[config.mk]
export PLATFORM = sky130hd
export DESIGN_NAME = rsr_radio_status
export DESIGN_NICKNAME = d
export VERILOG_FILES = /design/src/verilog/rsr_lq_acc.v /design/src/verilog/rsr_radio_status.v
export VERILOG_INCLUDE_DIRS = /design/src /design/src/verilog
export SDC_FILE = /design/constraint.sdc
export NUM_CORES = 1
export LEC_CHECK = 0
export ABC_AREA = 0
export BUFFER_PORTS_ARGS = -buffer_cell sky130_fd_sc_hd__clkbuf_2
export CAP_MARGIN = 10
export CORE_MARGIN = 1
export CORE_UTILIZATION = 47
export CTS_CLUSTER_SIZE = 20
export DETAILED_ROUTE_END_ITERATION = 8
export GPL_TIMING_DRIVEN = 0
export PLACE_DENSITY = 0.76
export SYNTH_ARGS = -nofsm -noshare
export SYNTH_HDL_FRONTEND = slang
export SYNTH_HIERARCHICAL = 1
export SYNTH_SLANG_ARGS = --single-unit
[constraint.sdc]
create_clock -name sys_clk_i -period 2.16 [get_ports sys_clk_i]
set_input_delay 0.648 -clock sys_clk_i [delete_from_list [all_inputs] [get_ports sys_clk_i]]
set_output_delay 0.648 -clock sys_clk_i [all_outputs]
set_load 0.1 [all_outputs]
[src/verilog/rsr_defines.vh]
// Offsets, field positions, codes and reset values for the radio status bank
`ifndef RSR_DEFINES_VH
`define RSR_DEFINES_VH
`define RSR_ADDR_W          16
`define RSR_REG_REVISION    16'hdf37
`define RSR_REG_OFFSET_EST  16'hdf38
`define RSR_REG_LINK_QUAL   16'hdf39
`define RSR_REG_SIG_LEVEL   16'hdf3a
`define RSR_REG_FSM_STATE   16'hdf3b
`define RSR_REG_PKT_FLAGS   16'hdf3c
`define RSR_REG_VCO_TUNE    16'hdf3d
`define RSR_REG_IRQ_STATUS  16'hdf3e
`define RSR_REG_IRQ_MASK    16'hdf3f
`define RSR_REG_MOD_SEL     16'hdf40
// Arbitrary neutral revision code
`define RSR_REVISION_CODE   8'h5a
`define RSR_PKT_CRC_BIT     7
`define RSR_PKT_CS_BIT      6
`define RSR_PKT_PQT_BIT     5
`define RSR_PKT_CCA_BIT     4
`define RSR_PKT_SFD_BIT     3
`define RSR_PKT_RESET       8'h00
`define RSR_OFFSET_STEP_LOG2 14
`define RSR_LQ_SYMBOLS      64
`define RSR_LQ_BYTES_2ARY   8
`define RSR_LQ_BYTES_4ARY   16
`define RSR_FSM_MAX         5'h16
`define RSR_FSM_RX          5'h0d
`define RSR_FSM_RX_RST      5'h0f
`define RSR_MOD_FSK2        3'h0
`define RSR_MOD_GFSK        3'h1
`define RSR_MOD_OOK         3'h3
`define RSR_MOD_FSK4        3'h4
`define RSR_MOD_MSK         3'h7
`define RSR_MOD_RESET       3'h0
`define RSR_IRQ_CRC_BIT     0
`define RSR_IRQ_SFD_BIT     1
`define RSR_IRQ_LQ_BIT      2
`define RSR_IRQ_ERR_BIT     3
`define RSR_IRQ_W           4
`endif

[src/verilog/rsr_lq_acc.v]
// Link quality accumulator over the symbols following the sync word
`include "rsr_defines.vh"
module rsr_lq_acc #(
  parameter SYMBOLS = `RSR_LQ_SYMBOLS
) (
  input  wire       sys_clk_i,
  input  wire       resetn_i,
  input  wire       start_i,
  input  wire       sym_i,
  input  wire [6:0] sym_quality_i,
  output reg  [6:0] quality_o,
  output reg        done_o
);
  reg [6:0]  cnt_q;
  reg [12:0] sum_q;
  reg        run_q;
  wire [12:0] sum_d = sum_q + {6'h00, sym_quality_i};

  always @(posedge sys_clk_i) begin
    if (!resetn_i) begin
      cnt_q     <= 7'h00;
      sum_q     <= 13'h0000;
      run_q     <= 1'b0;
      quality_o <= 7'h00;
      done_o    <= 1'b0;
    end else begin
      done_o <= 1'b0;
      if (start_i) begin
        cnt_q <= 7'h00;
        sum_q <= 13'h0000;
        run_q <= 1'b1;
      end else if (run_q && sym_i) begin
        // Average over a fixed window: 64 symbols = 8 bytes 2-ary, 16 4-ary
        if (cnt_q == SYMBOLS[6:0] - 7'h01) begin
          quality_o <= sum_d[12:6];
          done_o    <= 1'b1;
          run_q     <= 1'b0;
        end else begin
          sum_q <= sum_d;
          cnt_q <= cnt_q + 7'h01;
        end
      end
    end
  end
endmodule

[src/verilog/rsr_radio_status.v]
// Radio status register bank with Wishbone slave and status interrupt
//
// The implementer's own choice: the Wishbone slave port.
`include "rsr_defines.vh"
module rsr_radio_status #(
  parameter LQ_SYMBOLS = `RSR_LQ_SYMBOLS
) (
  input  wire        sys_clk_i,
  input  wire        resetn_i,
  // Wishbone classic slave
  input  wire        wb_cyc_i,
  input  wire        wb_stb_i,
  input  wire        wb_we_i,
  input  wire [15:0] wb_adr_i,
  input  wire [31:0] wb_dat_i,
  input  wire [3:0]  wb_sel_i,
  output reg  [31:0] wb_dat_o,
  output reg         wb_ack_o,
  // Demodulator and packet engine, same clock
  input  wire [7:0]  freq_offset_i,
  input  wire        offset_valid_i,
  input  wire [7:0]  signal_strength_level_i,
  input  wire [4:0]  fsm_code_i,
  input  wire        crc_done_i,
  input  wire        crc_match_i,
  input  wire        sym_tick_i,
  input  wire [6:0]  sym_quality_i,
  input  wire        sync_found_i,
  input  wire [7:0]  vco_tune_i,
  // Pin-level flags from the radio front end, asynchronous
  input  wire        carrier_sense_i,
  input  wire        preamble_quality_i,
  input  wire        clear_channel_i,
  input  wire        frame_start_i,
  input  wire [1:0]  power_mode_i,
  output reg  [7:0]  comp_offset_o,
  output reg         regulator_en_o,
  output reg         irq_o
);
  localparam [1:0] PM_TWO   = 2'h2;
  localparam [1:0] PM_THREE = 2'h3;

  reg [3:0] pin_s1_q;
  reg [3:0] pin_s2_q;
  reg [7:0] offset_q;
  reg [7:0] signal_strength_level_q;
  reg [4:0] fsm_q;
  reg [4:0] fsm_prev_q;
  reg [7:0] vco_q;
  reg       crc_ok_q;
  reg [4:0] pkt_q;
  reg [2:0] mod_q;
  reg [`RSR_IRQ_W-1:0] irq_stat_q;
  reg [`RSR_IRQ_W-1:0] irq_mask_q;
  reg [`RSR_IRQ_W-1:0] irq_set;
  reg [`RSR_IRQ_W-1:0] irq_clr;
  reg [31:0] rd_data;
  wire [6:0] lq_val;
  wire       lq_done;
  wire       wr_mod;
  wire       wr_mask;
  wire       wr_irq;
  wire [`RSR_IRQ_W-1:0] irq_next;

  function is_rx_code;
    input [4:0] code;
    begin
      is_rx_code = (code >= `RSR_FSM_RX) && (code <= `RSR_FSM_RX_RST);
    end
  endfunction

  // Codes above the last defined state are treated as corrupt
  function fsm_code_ok;
    input [4:0] code;
    begin
      fsm_code_ok = (code <= `RSR_FSM_MAX);
    end
  endfunction

  function [7:0] sat_offset;
    input [2:0] mode;
    input [7:0] est;
    begin
      if (mode == `RSR_MOD_OOK) begin
        sat_offset = 8'h00;
      end else begin
        sat_offset = est;
      end
    end
  endfunction

  // Core logic except the link quality accumulator and bus writes to mode, mask and status only updates while regulator is up; contents otherwise held
  wire powered    = regulator_en_o;
  wire rx_entry   = (fsm_code_i == `RSR_FSM_RX_RST) ||
                    (is_rx_code(fsm_code_i) && !is_rx_code(fsm_prev_q));
  wire fsk_like   = (mod_q == `RSR_MOD_FSK2) || (mod_q == `RSR_MOD_GFSK) ||
                    (mod_q == `RSR_MOD_FSK4) || (mod_q == `RSR_MOD_MSK);
  wire wb_req     = wb_cyc_i && wb_stb_i && !wb_ack_o;
  // Only the low byte lane carries data
  wire wb_wr      = wb_req && wb_we_i && wb_sel_i[0];
  assign wr_mod  = wb_wr && (wb_adr_i == `RSR_REG_MOD_SEL);
  assign wr_mask = wb_wr && (wb_adr_i == `RSR_REG_IRQ_MASK);
  assign wr_irq  = wb_wr && (wb_adr_i == `RSR_REG_IRQ_STATUS);

  // Synchronised front-end flags, in packet flag order
  wire cs_sync = pin_s2_q[3];
  wire pq_sync = pin_s2_q[2];
  wire cc_sync = pin_s2_q[1];
  wire fs_sync = pin_s2_q[0];

  rsr_lq_acc #(
    .SYMBOLS       (LQ_SYMBOLS)
  ) u_lq (
    .sys_clk_i     (sys_clk_i),
    .resetn_i      (resetn_i),
    .start_i       (sync_found_i),
    .sym_i         (sym_tick_i),
    .sym_quality_i (sym_quality_i),
    .quality_o     (lq_val),
    .done_o        (lq_done)
  );

  // Two-flop synchronisers for the asynchronous flags and power mode
  always @(posedge sys_clk_i) begin
    if (!resetn_i) begin
      pin_s1_q <= 4'h0;
      pin_s2_q <= 4'h0;
    end else begin
      pin_s1_q <= {carrier_sense_i, preamble_quality_i,
                   clear_channel_i, frame_start_i};
      pin_s2_q <= pin_s1_q;
    end
  end

  reg [1:0] pm_s1_q;
  reg [1:0] pm_s2_q;
  always @(posedge sys_clk_i) begin
    if (!resetn_i) begin
      pm_s1_q <= 2'h0;
      pm_s2_q <= 2'h0;
    end else begin
      pm_s1_q <= power_mode_i;
      pm_s2_q <= pm_s1_q;
    end
  end

  // Regulator control follows synchronised power mode
  // Decoded from the synchronised copy; the raw pins are never read
  wire deep_mode_s = (pm_s2_q == PM_TWO) || (pm_s2_q == PM_THREE);
  always @(posedge sys_clk_i) begin
    if (!resetn_i) begin
      regulator_en_o <= 1'b1;
    end else begin
      regulator_en_o <= !deep_mode_s;
    end
  end

  // Offset estimate, taken only when the demodulator marks it valid
  always @(posedge sys_clk_i) begin
    if (!resetn_i) begin
      offset_q <= 8'h00;
    end else if (powered && offset_valid_i) begin
      offset_q <= freq_offset_i;
    end
  end

  // Signal strength is a plain sample, held while unpowered
  always @(posedge sys_clk_i) begin
    if (!resetn_i) begin
      signal_strength_level_q <= 8'h00;
    end else if (powered) begin
      signal_strength_level_q <= signal_strength_level_i;
    end
  end

  // Tuning value is for test readback only
  always @(posedge sys_clk_i) begin
    if (!resetn_i) begin
      vco_q <= 8'h00;
    end else if (powered) begin
      vco_q <= vco_tune_i;
    end
  end

  // Out-of-range codes keep the last good state for software
  always @(posedge sys_clk_i) begin
    if (!resetn_i) begin
      fsm_q <= 5'h00;
    end else if (powered && fsm_code_ok(fsm_code_i)) begin
      fsm_q <= fsm_code_i;
    end
  end

  // Previous code, for spotting entry into the receive states
  always @(posedge sys_clk_i) begin
    if (!resetn_i) begin
      fsm_prev_q <= 5'h00;
    end else if (powered) begin
      fsm_prev_q <= fsm_code_i;
    end
  end

  // Clear on receive entry wins over a checksum result in the same cycle
  always @(posedge sys_clk_i) begin
    if (!resetn_i) begin
      crc_ok_q <= 1'b0;
    end else if (powered) begin
      if (rx_entry)
        crc_ok_q <= 1'b0;
      else if (crc_done_i)
        crc_ok_q <= crc_match_i;
    end
  end

  // Front-end flags arrive three cycles late through the synchroniser
  always @(posedge sys_clk_i) begin
    if (!resetn_i) begin
      pkt_q <= 5'h00;
    end else if (powered) begin
      pkt_q <= {1'b0, cs_sync, pq_sync, cc_sync, fs_sync};
    end
  end

  // Compensation output: step is crystal/2^14, zero unless FSK or MSK
  always @(posedge sys_clk_i) begin
    if (!resetn_i) begin
      comp_offset_o <= 8'h00;
    end else if (powered) begin
      comp_offset_o <= fsk_like ? offset_q : 8'h00;
    end
  end

  // Modulation select and interrupt mask are the only writable state besides write-one-to-clear interrupt status
  always @(posedge sys_clk_i) begin
    if (!resetn_i) begin
      mod_q <= `RSR_MOD_RESET;
    end else if (wr_mod) begin
      mod_q <= wb_dat_i[2:0];
    end
  end

  always @(posedge sys_clk_i) begin
    if (!resetn_i) begin
      irq_mask_q <= {`RSR_IRQ_W{1'b0}};
    end else if (wr_mask) begin
      irq_mask_q <= wb_dat_i[`RSR_IRQ_W-1:0];
    end
  end

  // Sticky status, set wins over write-one-to-clear
  always @* begin
    irq_set = {`RSR_IRQ_W{1'b0}};
    irq_set[`RSR_IRQ_CRC_BIT] = powered && crc_done_i && crc_match_i;
    irq_set[`RSR_IRQ_SFD_BIT] = powered && sync_found_i;
    irq_set[`RSR_IRQ_LQ_BIT]  = powered && lq_done;
    irq_set[`RSR_IRQ_ERR_BIT] = powered && !fsm_code_ok(fsm_code_i);
    irq_clr = {`RSR_IRQ_W{1'b0}};
    if (wr_irq) begin
      irq_clr = wb_dat_i[`RSR_IRQ_W-1:0];
    end
  end

  // Status and interrupt line see the same next value
  assign irq_next = (irq_stat_q & ~irq_clr) | irq_set;

  always @(posedge sys_clk_i) begin
    if (!resetn_i) begin
      irq_stat_q <= {`RSR_IRQ_W{1'b0}};
      irq_o      <= 1'b0;
    end else begin
      irq_stat_q <= irq_next;
      irq_o      <= |(irq_next & irq_mask_q);
    end
  end

  // Read mux; status registers other than interrupt status have no write path at all
  always @* begin
    rd_data = 32'h00000000;
    case (wb_adr_i)
      `RSR_REG_REVISION: begin
        rd_data[7:0] = `RSR_REVISION_CODE;
      end
      `RSR_REG_OFFSET_EST: begin
        rd_data[7:0] = sat_offset(mod_q, offset_q);
      end
      `RSR_REG_LINK_QUAL: begin
        rd_data[7:0] = {crc_ok_q, lq_val};
      end
      `RSR_REG_SIG_LEVEL: begin
        rd_data[7:0] = signal_strength_level_q;
      end
      `RSR_REG_FSM_STATE: begin
        rd_data[7:0] = {3'h0, fsm_q};
      end
      `RSR_REG_PKT_FLAGS: begin
        rd_data[7:0] = {crc_ok_q, pkt_q[3:0], 3'h0};
      end
      `RSR_REG_VCO_TUNE: begin
        rd_data[7:0] = vco_q;
      end
      `RSR_REG_IRQ_STATUS: begin
        rd_data[`RSR_IRQ_W-1:0] = irq_stat_q;
      end
      `RSR_REG_IRQ_MASK: begin
        rd_data[`RSR_IRQ_W-1:0] = irq_mask_q;
      end
      `RSR_REG_MOD_SEL: begin
        rd_data[2:0] = mod_q;
      end
      default: begin
        rd_data = 32'h00000000;
      end
    endcase
  end

  // One-cycle answer; writes to read-only offsets are acked and dropped
  always @(posedge sys_clk_i) begin
    if (!resetn_i) begin
      wb_ack_o <= 1'b0;
    end else begin
      wb_ack_o <= wb_req;
    end
  end

  // Read data stands until the next read is answered
  always @(posedge sys_clk_i) begin
    if (!resetn_i) begin
      wb_dat_o <= 32'h00000000;
    end else if (wb_req && !wb_we_i) begin
      wb_dat_o <= rd_data;
    end
  end
endmodule

==> metrics.yaml <==
first_global_vias: 4274
worstSetupPathType: "primary input to flip-flop"
finalCritPeriodShare_pct: 94.8
grt_max_degree: 18
swShare_pct: 30.8
ir_drop_v: 0.000363
gp_congestion: 0.898
leakagePower_nw: 2.74
finalSetupViolCount: 0
crit_slowest_cell: "fa_1"
synth_sequential_area_ratio_pct: 42.2
worstPathArrival_ps: 2320
row_count: 37
syn-cell-area_sq_um: 5130
postCtsHoldBufs: 0
die_w_um: 106
die_area_sq_um: 11300
cp_max_fo: 6
cp_cell_sequence: "clkbuf_2 -> ha_1 -> fa_1 -> a211oi_2 -> o211ai_2 -> nand3_1 -> xnor2_1 -> a22o_1"
crit_start: "sym_quality_i[0]"
layout-drive-gt1-share_pct: 23.0
synth_edf_count: 0
portBuffers: 88
nets: 809
hold_violations: 0
crit_end: "u_lq/quality_o[2]"
min_period_ps: 2050
rsz0062_at_grt: "no"
core_area_sq_um: 10500
hold_class: "flip-flop to flip-flop"
required_ps: 2430
clkPwrFrac_pct: 29.2
synth_ff_type: "dfxtp_1"
ant_nets: 0
worstReg2RegStart: "u_lq/sum_q[0]"
tightestPinTransition_ps: 867
clock_sinks: 108
start_util_pct: 49.0
antenna_found_initial: 0
grt_pass1_wl_um: 20700
cp_num_cells: 8
numCtsBuffers: 9
yosys_warnings: 6
dp.cells: 820
via_per_inst: 5.46
timing.rr.end: "u_lq/quality_o[2]"
vias: 4567
cap_violations: 0
skew_ps: 9.63
insertion_delay_ps: 380
synth_cell_types: 73
syn_inst: 573
area_growth_pct: 17.6
timing.fmax_ghz: 0.488
dp_hpwl_um: 9750
grtUsageTotal_pct: 23.3
slew_headroom_pct: 42.1
critPathLaunchType: "primary input"
finalMaxSlewViolations: 0
outcome: "finished clean"
power_density_nw_per_um2: 651
switching_power_mw: 1.21
cp_num_buf_inv: 1
ff2ff_setup_slack_ps: 160
drt_first_pass_iters: 5
ctsRootBufferMaster: "clkbuf_8"
diodes: 0
whs_ps: 376
synth.avg_cell_area_sq_um: 8.95
instances_no_fill: 837
ys_seq_elements: 108
worstSetupEndpointType: "flip-flop"
cts.clk_slew.worst_paths_ps: 100
synthArstFlopShare_pct: 0
wirelength_um: 12700
clk_path_buf_depth: 2
drt-initial-drc-count: 289
fill_cells: 976
io_pins: 147
ff2ff_path_depth: 7
critPathMaxStageDelay_ps: 430
critical_path.top_delay_family: "compound AO/OA/AOI/OAI gates"
h-tree-depth: 3
grt_overflow: 0
drcViolationCount: 0
p_int_mw: 2.72
wl_per_cell_um: 15.1
die_h_um: 106
cts_tree: "built"
pwr-share-seq_pct: 53.5
p_comb_share_pct: 17.3
## flip-flops by register name, summed over array words and instances (netlist names), 5 cells and up
register	cells
vco_q	8
fsm_q	5
offset_q	8
comp_offset_o	8
u_lq/cnt_q	7
wb_dat_o	8
u_lq/quality_o	7
fsm_prev_q	5
signal_strength_level_q	8
u_lq/sum_q	13
## per-layer routing
layer  up-vias  part of all wire (%)  global-route usage [%]
li1       2231                     -                       -
met1      2145                    45                    29.9
met2       168                    47                    39.4
met3        23                   6.0                    3.92
met4         0                   2.0                    8.61
met5         -                     0                       0
## repair_timing
| action | 4_1_cts | 5_1_grt |
|---|---|---|
| gates resized for setup | 1 | 1 |
| pin swaps | 0 | 1 |
| hold endpoints to repair | 0 | 0 |
| endpoints found under the setup margin | 1 | 5 |
| setup buffers | 0 | 1 |
## how the worst min path moves through the flow
stage,startpoint,end,slack [ps],cells past startpoint
2_1_floorplan,pm_s2_q[1],regulator_en_o,340,1
3_3_place_gp,pm_s2_q[1],regulator_en_o,340,1
3_5_place_dp,pm_s2_q[1],regulator_en_o,350,1
4_1_cts,pm_s2_q[1],regulator_en_o,380,1
5_1_grt,pm_s2_q[1],regulator_en_o,390,1
6_report,pm_s2_q[1],regulator_en_o,380,1
## synth_stat cells, types with 3 or more instances
cell / instances / area share [%]
and2_1: 14 / 1.7
nand2_1: 56 / 4.1
ha_1: 8 / 2.0
and3_1: 7 / 0.85
nor2_1: 73 / 5.3
nand4_1: 7 / 0.85
dfxtp_1: 108 / 42
a32o_1: 4 / 0.78
nand3_1: 15 / 1.5
buf_2: 10 / 0.98
xor2_1: 11 / 1.9
a22oi_1: 9 / 1.3
a222oi_1: 3 / 0.59
mux2i_1: 38 / 7.4
nand3b_1: 6 / 0.88
o21ai_0: 12 / 1.2
or3_1: 4 / 0.49
o31ai_1: 3 / 0.44
clkbuf_1: 18 / 1.3
nor2b_1: 7 / 0.85
o21ai_1: 3 / 0.29
a22o_1: 8 / 1.4
buf_4: 24 / 3.5
a211oi_1: 5 / 0.73
a31oi_1: 3 / 0.37
xnor2_1: 9 / 1.5
inv_1: 8 / 0.59
o211ai_1: 5 / 0.73
a21oi_1: 37 / 3.6
## cell type report
class	instances	area [sq um]	area share, %
Multi-Input combinational cell	424	2720	45.1
Sequential cell	108	2160	35.9
Timing Repair Buffer	89	448	7.43
Buffer	55	317	5.25
Tap cell	136	170	2.82
Clock buffer	11	141	2.35
Clock inverter	5	35.0	0.581
Inverter	9	33.8	0.560
## kinds of logic after synthesis
family	Yosys count	share of synthesized area (%)
compound gates	116	16.4
mux	42	8.59
other cells	1	0.0731
buf+inv	64	6.83
flops	108	42.2
xor+xnor	20	3.42
fa+ha+maj	9	2.34
simple gates	213	20.2
## worst register-to-register path: stages, from the launching register on
cell      delay [ps]
dfxtp_1          320
ha_1             220
fa_1             430
a211oi_2         320
o211ai_2         190
nand3_1          150
xnor2_1           70
a22o_1           200
## power by group through the flow
stage,Clock (mW),Sequential [mW],Combinational [mW]
6_report,1.15,2.10,0.679
5_1_grt,1.26,2.11,0.728
4_1_cts,1.17,2.10,0.676
3_5_place_dp,0,2.15,0.673
3_3_place_gp,0,2.14,0.662
2_1_floorplan,0,2.19,0.463
## per-stage QoR
| step | utilization (%) | worst slack (ps) | setup TNS (ps) | total power, mW | instance area [sq um] |
|---|---|---|---|---|---|
| after CTS | 57.5 | 122 | 0 | 3.95 | 6010 |
| after global routing | 57.6 | 8.15 | 0 | 4.10 | 6030 |
| final | 57.6 | 111 | 0 | 3.93 | 6030 |
| after floorplan | - | 4.28 | 0 | 2.65 | 5220 |
| after global placement | 55.7 | -354 | -4210 | 2.81 | 5830 |
| after detailed placement | 55.7 | -424 | -5520 | 2.82 | 5830 |
## cells in the final DEF (no fill, tap or decap), types with 15 or more instances in the layout
cell type  netlist  layout
clkbuf_2         0      88
dfxtp_1        108     108
nand2_1         56      56
mux2i_1         38      38
conb_1           1      24
a21oi_1         37      37
buf_4           24      25
nand3_1         15      15
clkbuf_1        18      19
nor2_1          73      73
(Power assumes the default switching activity.)
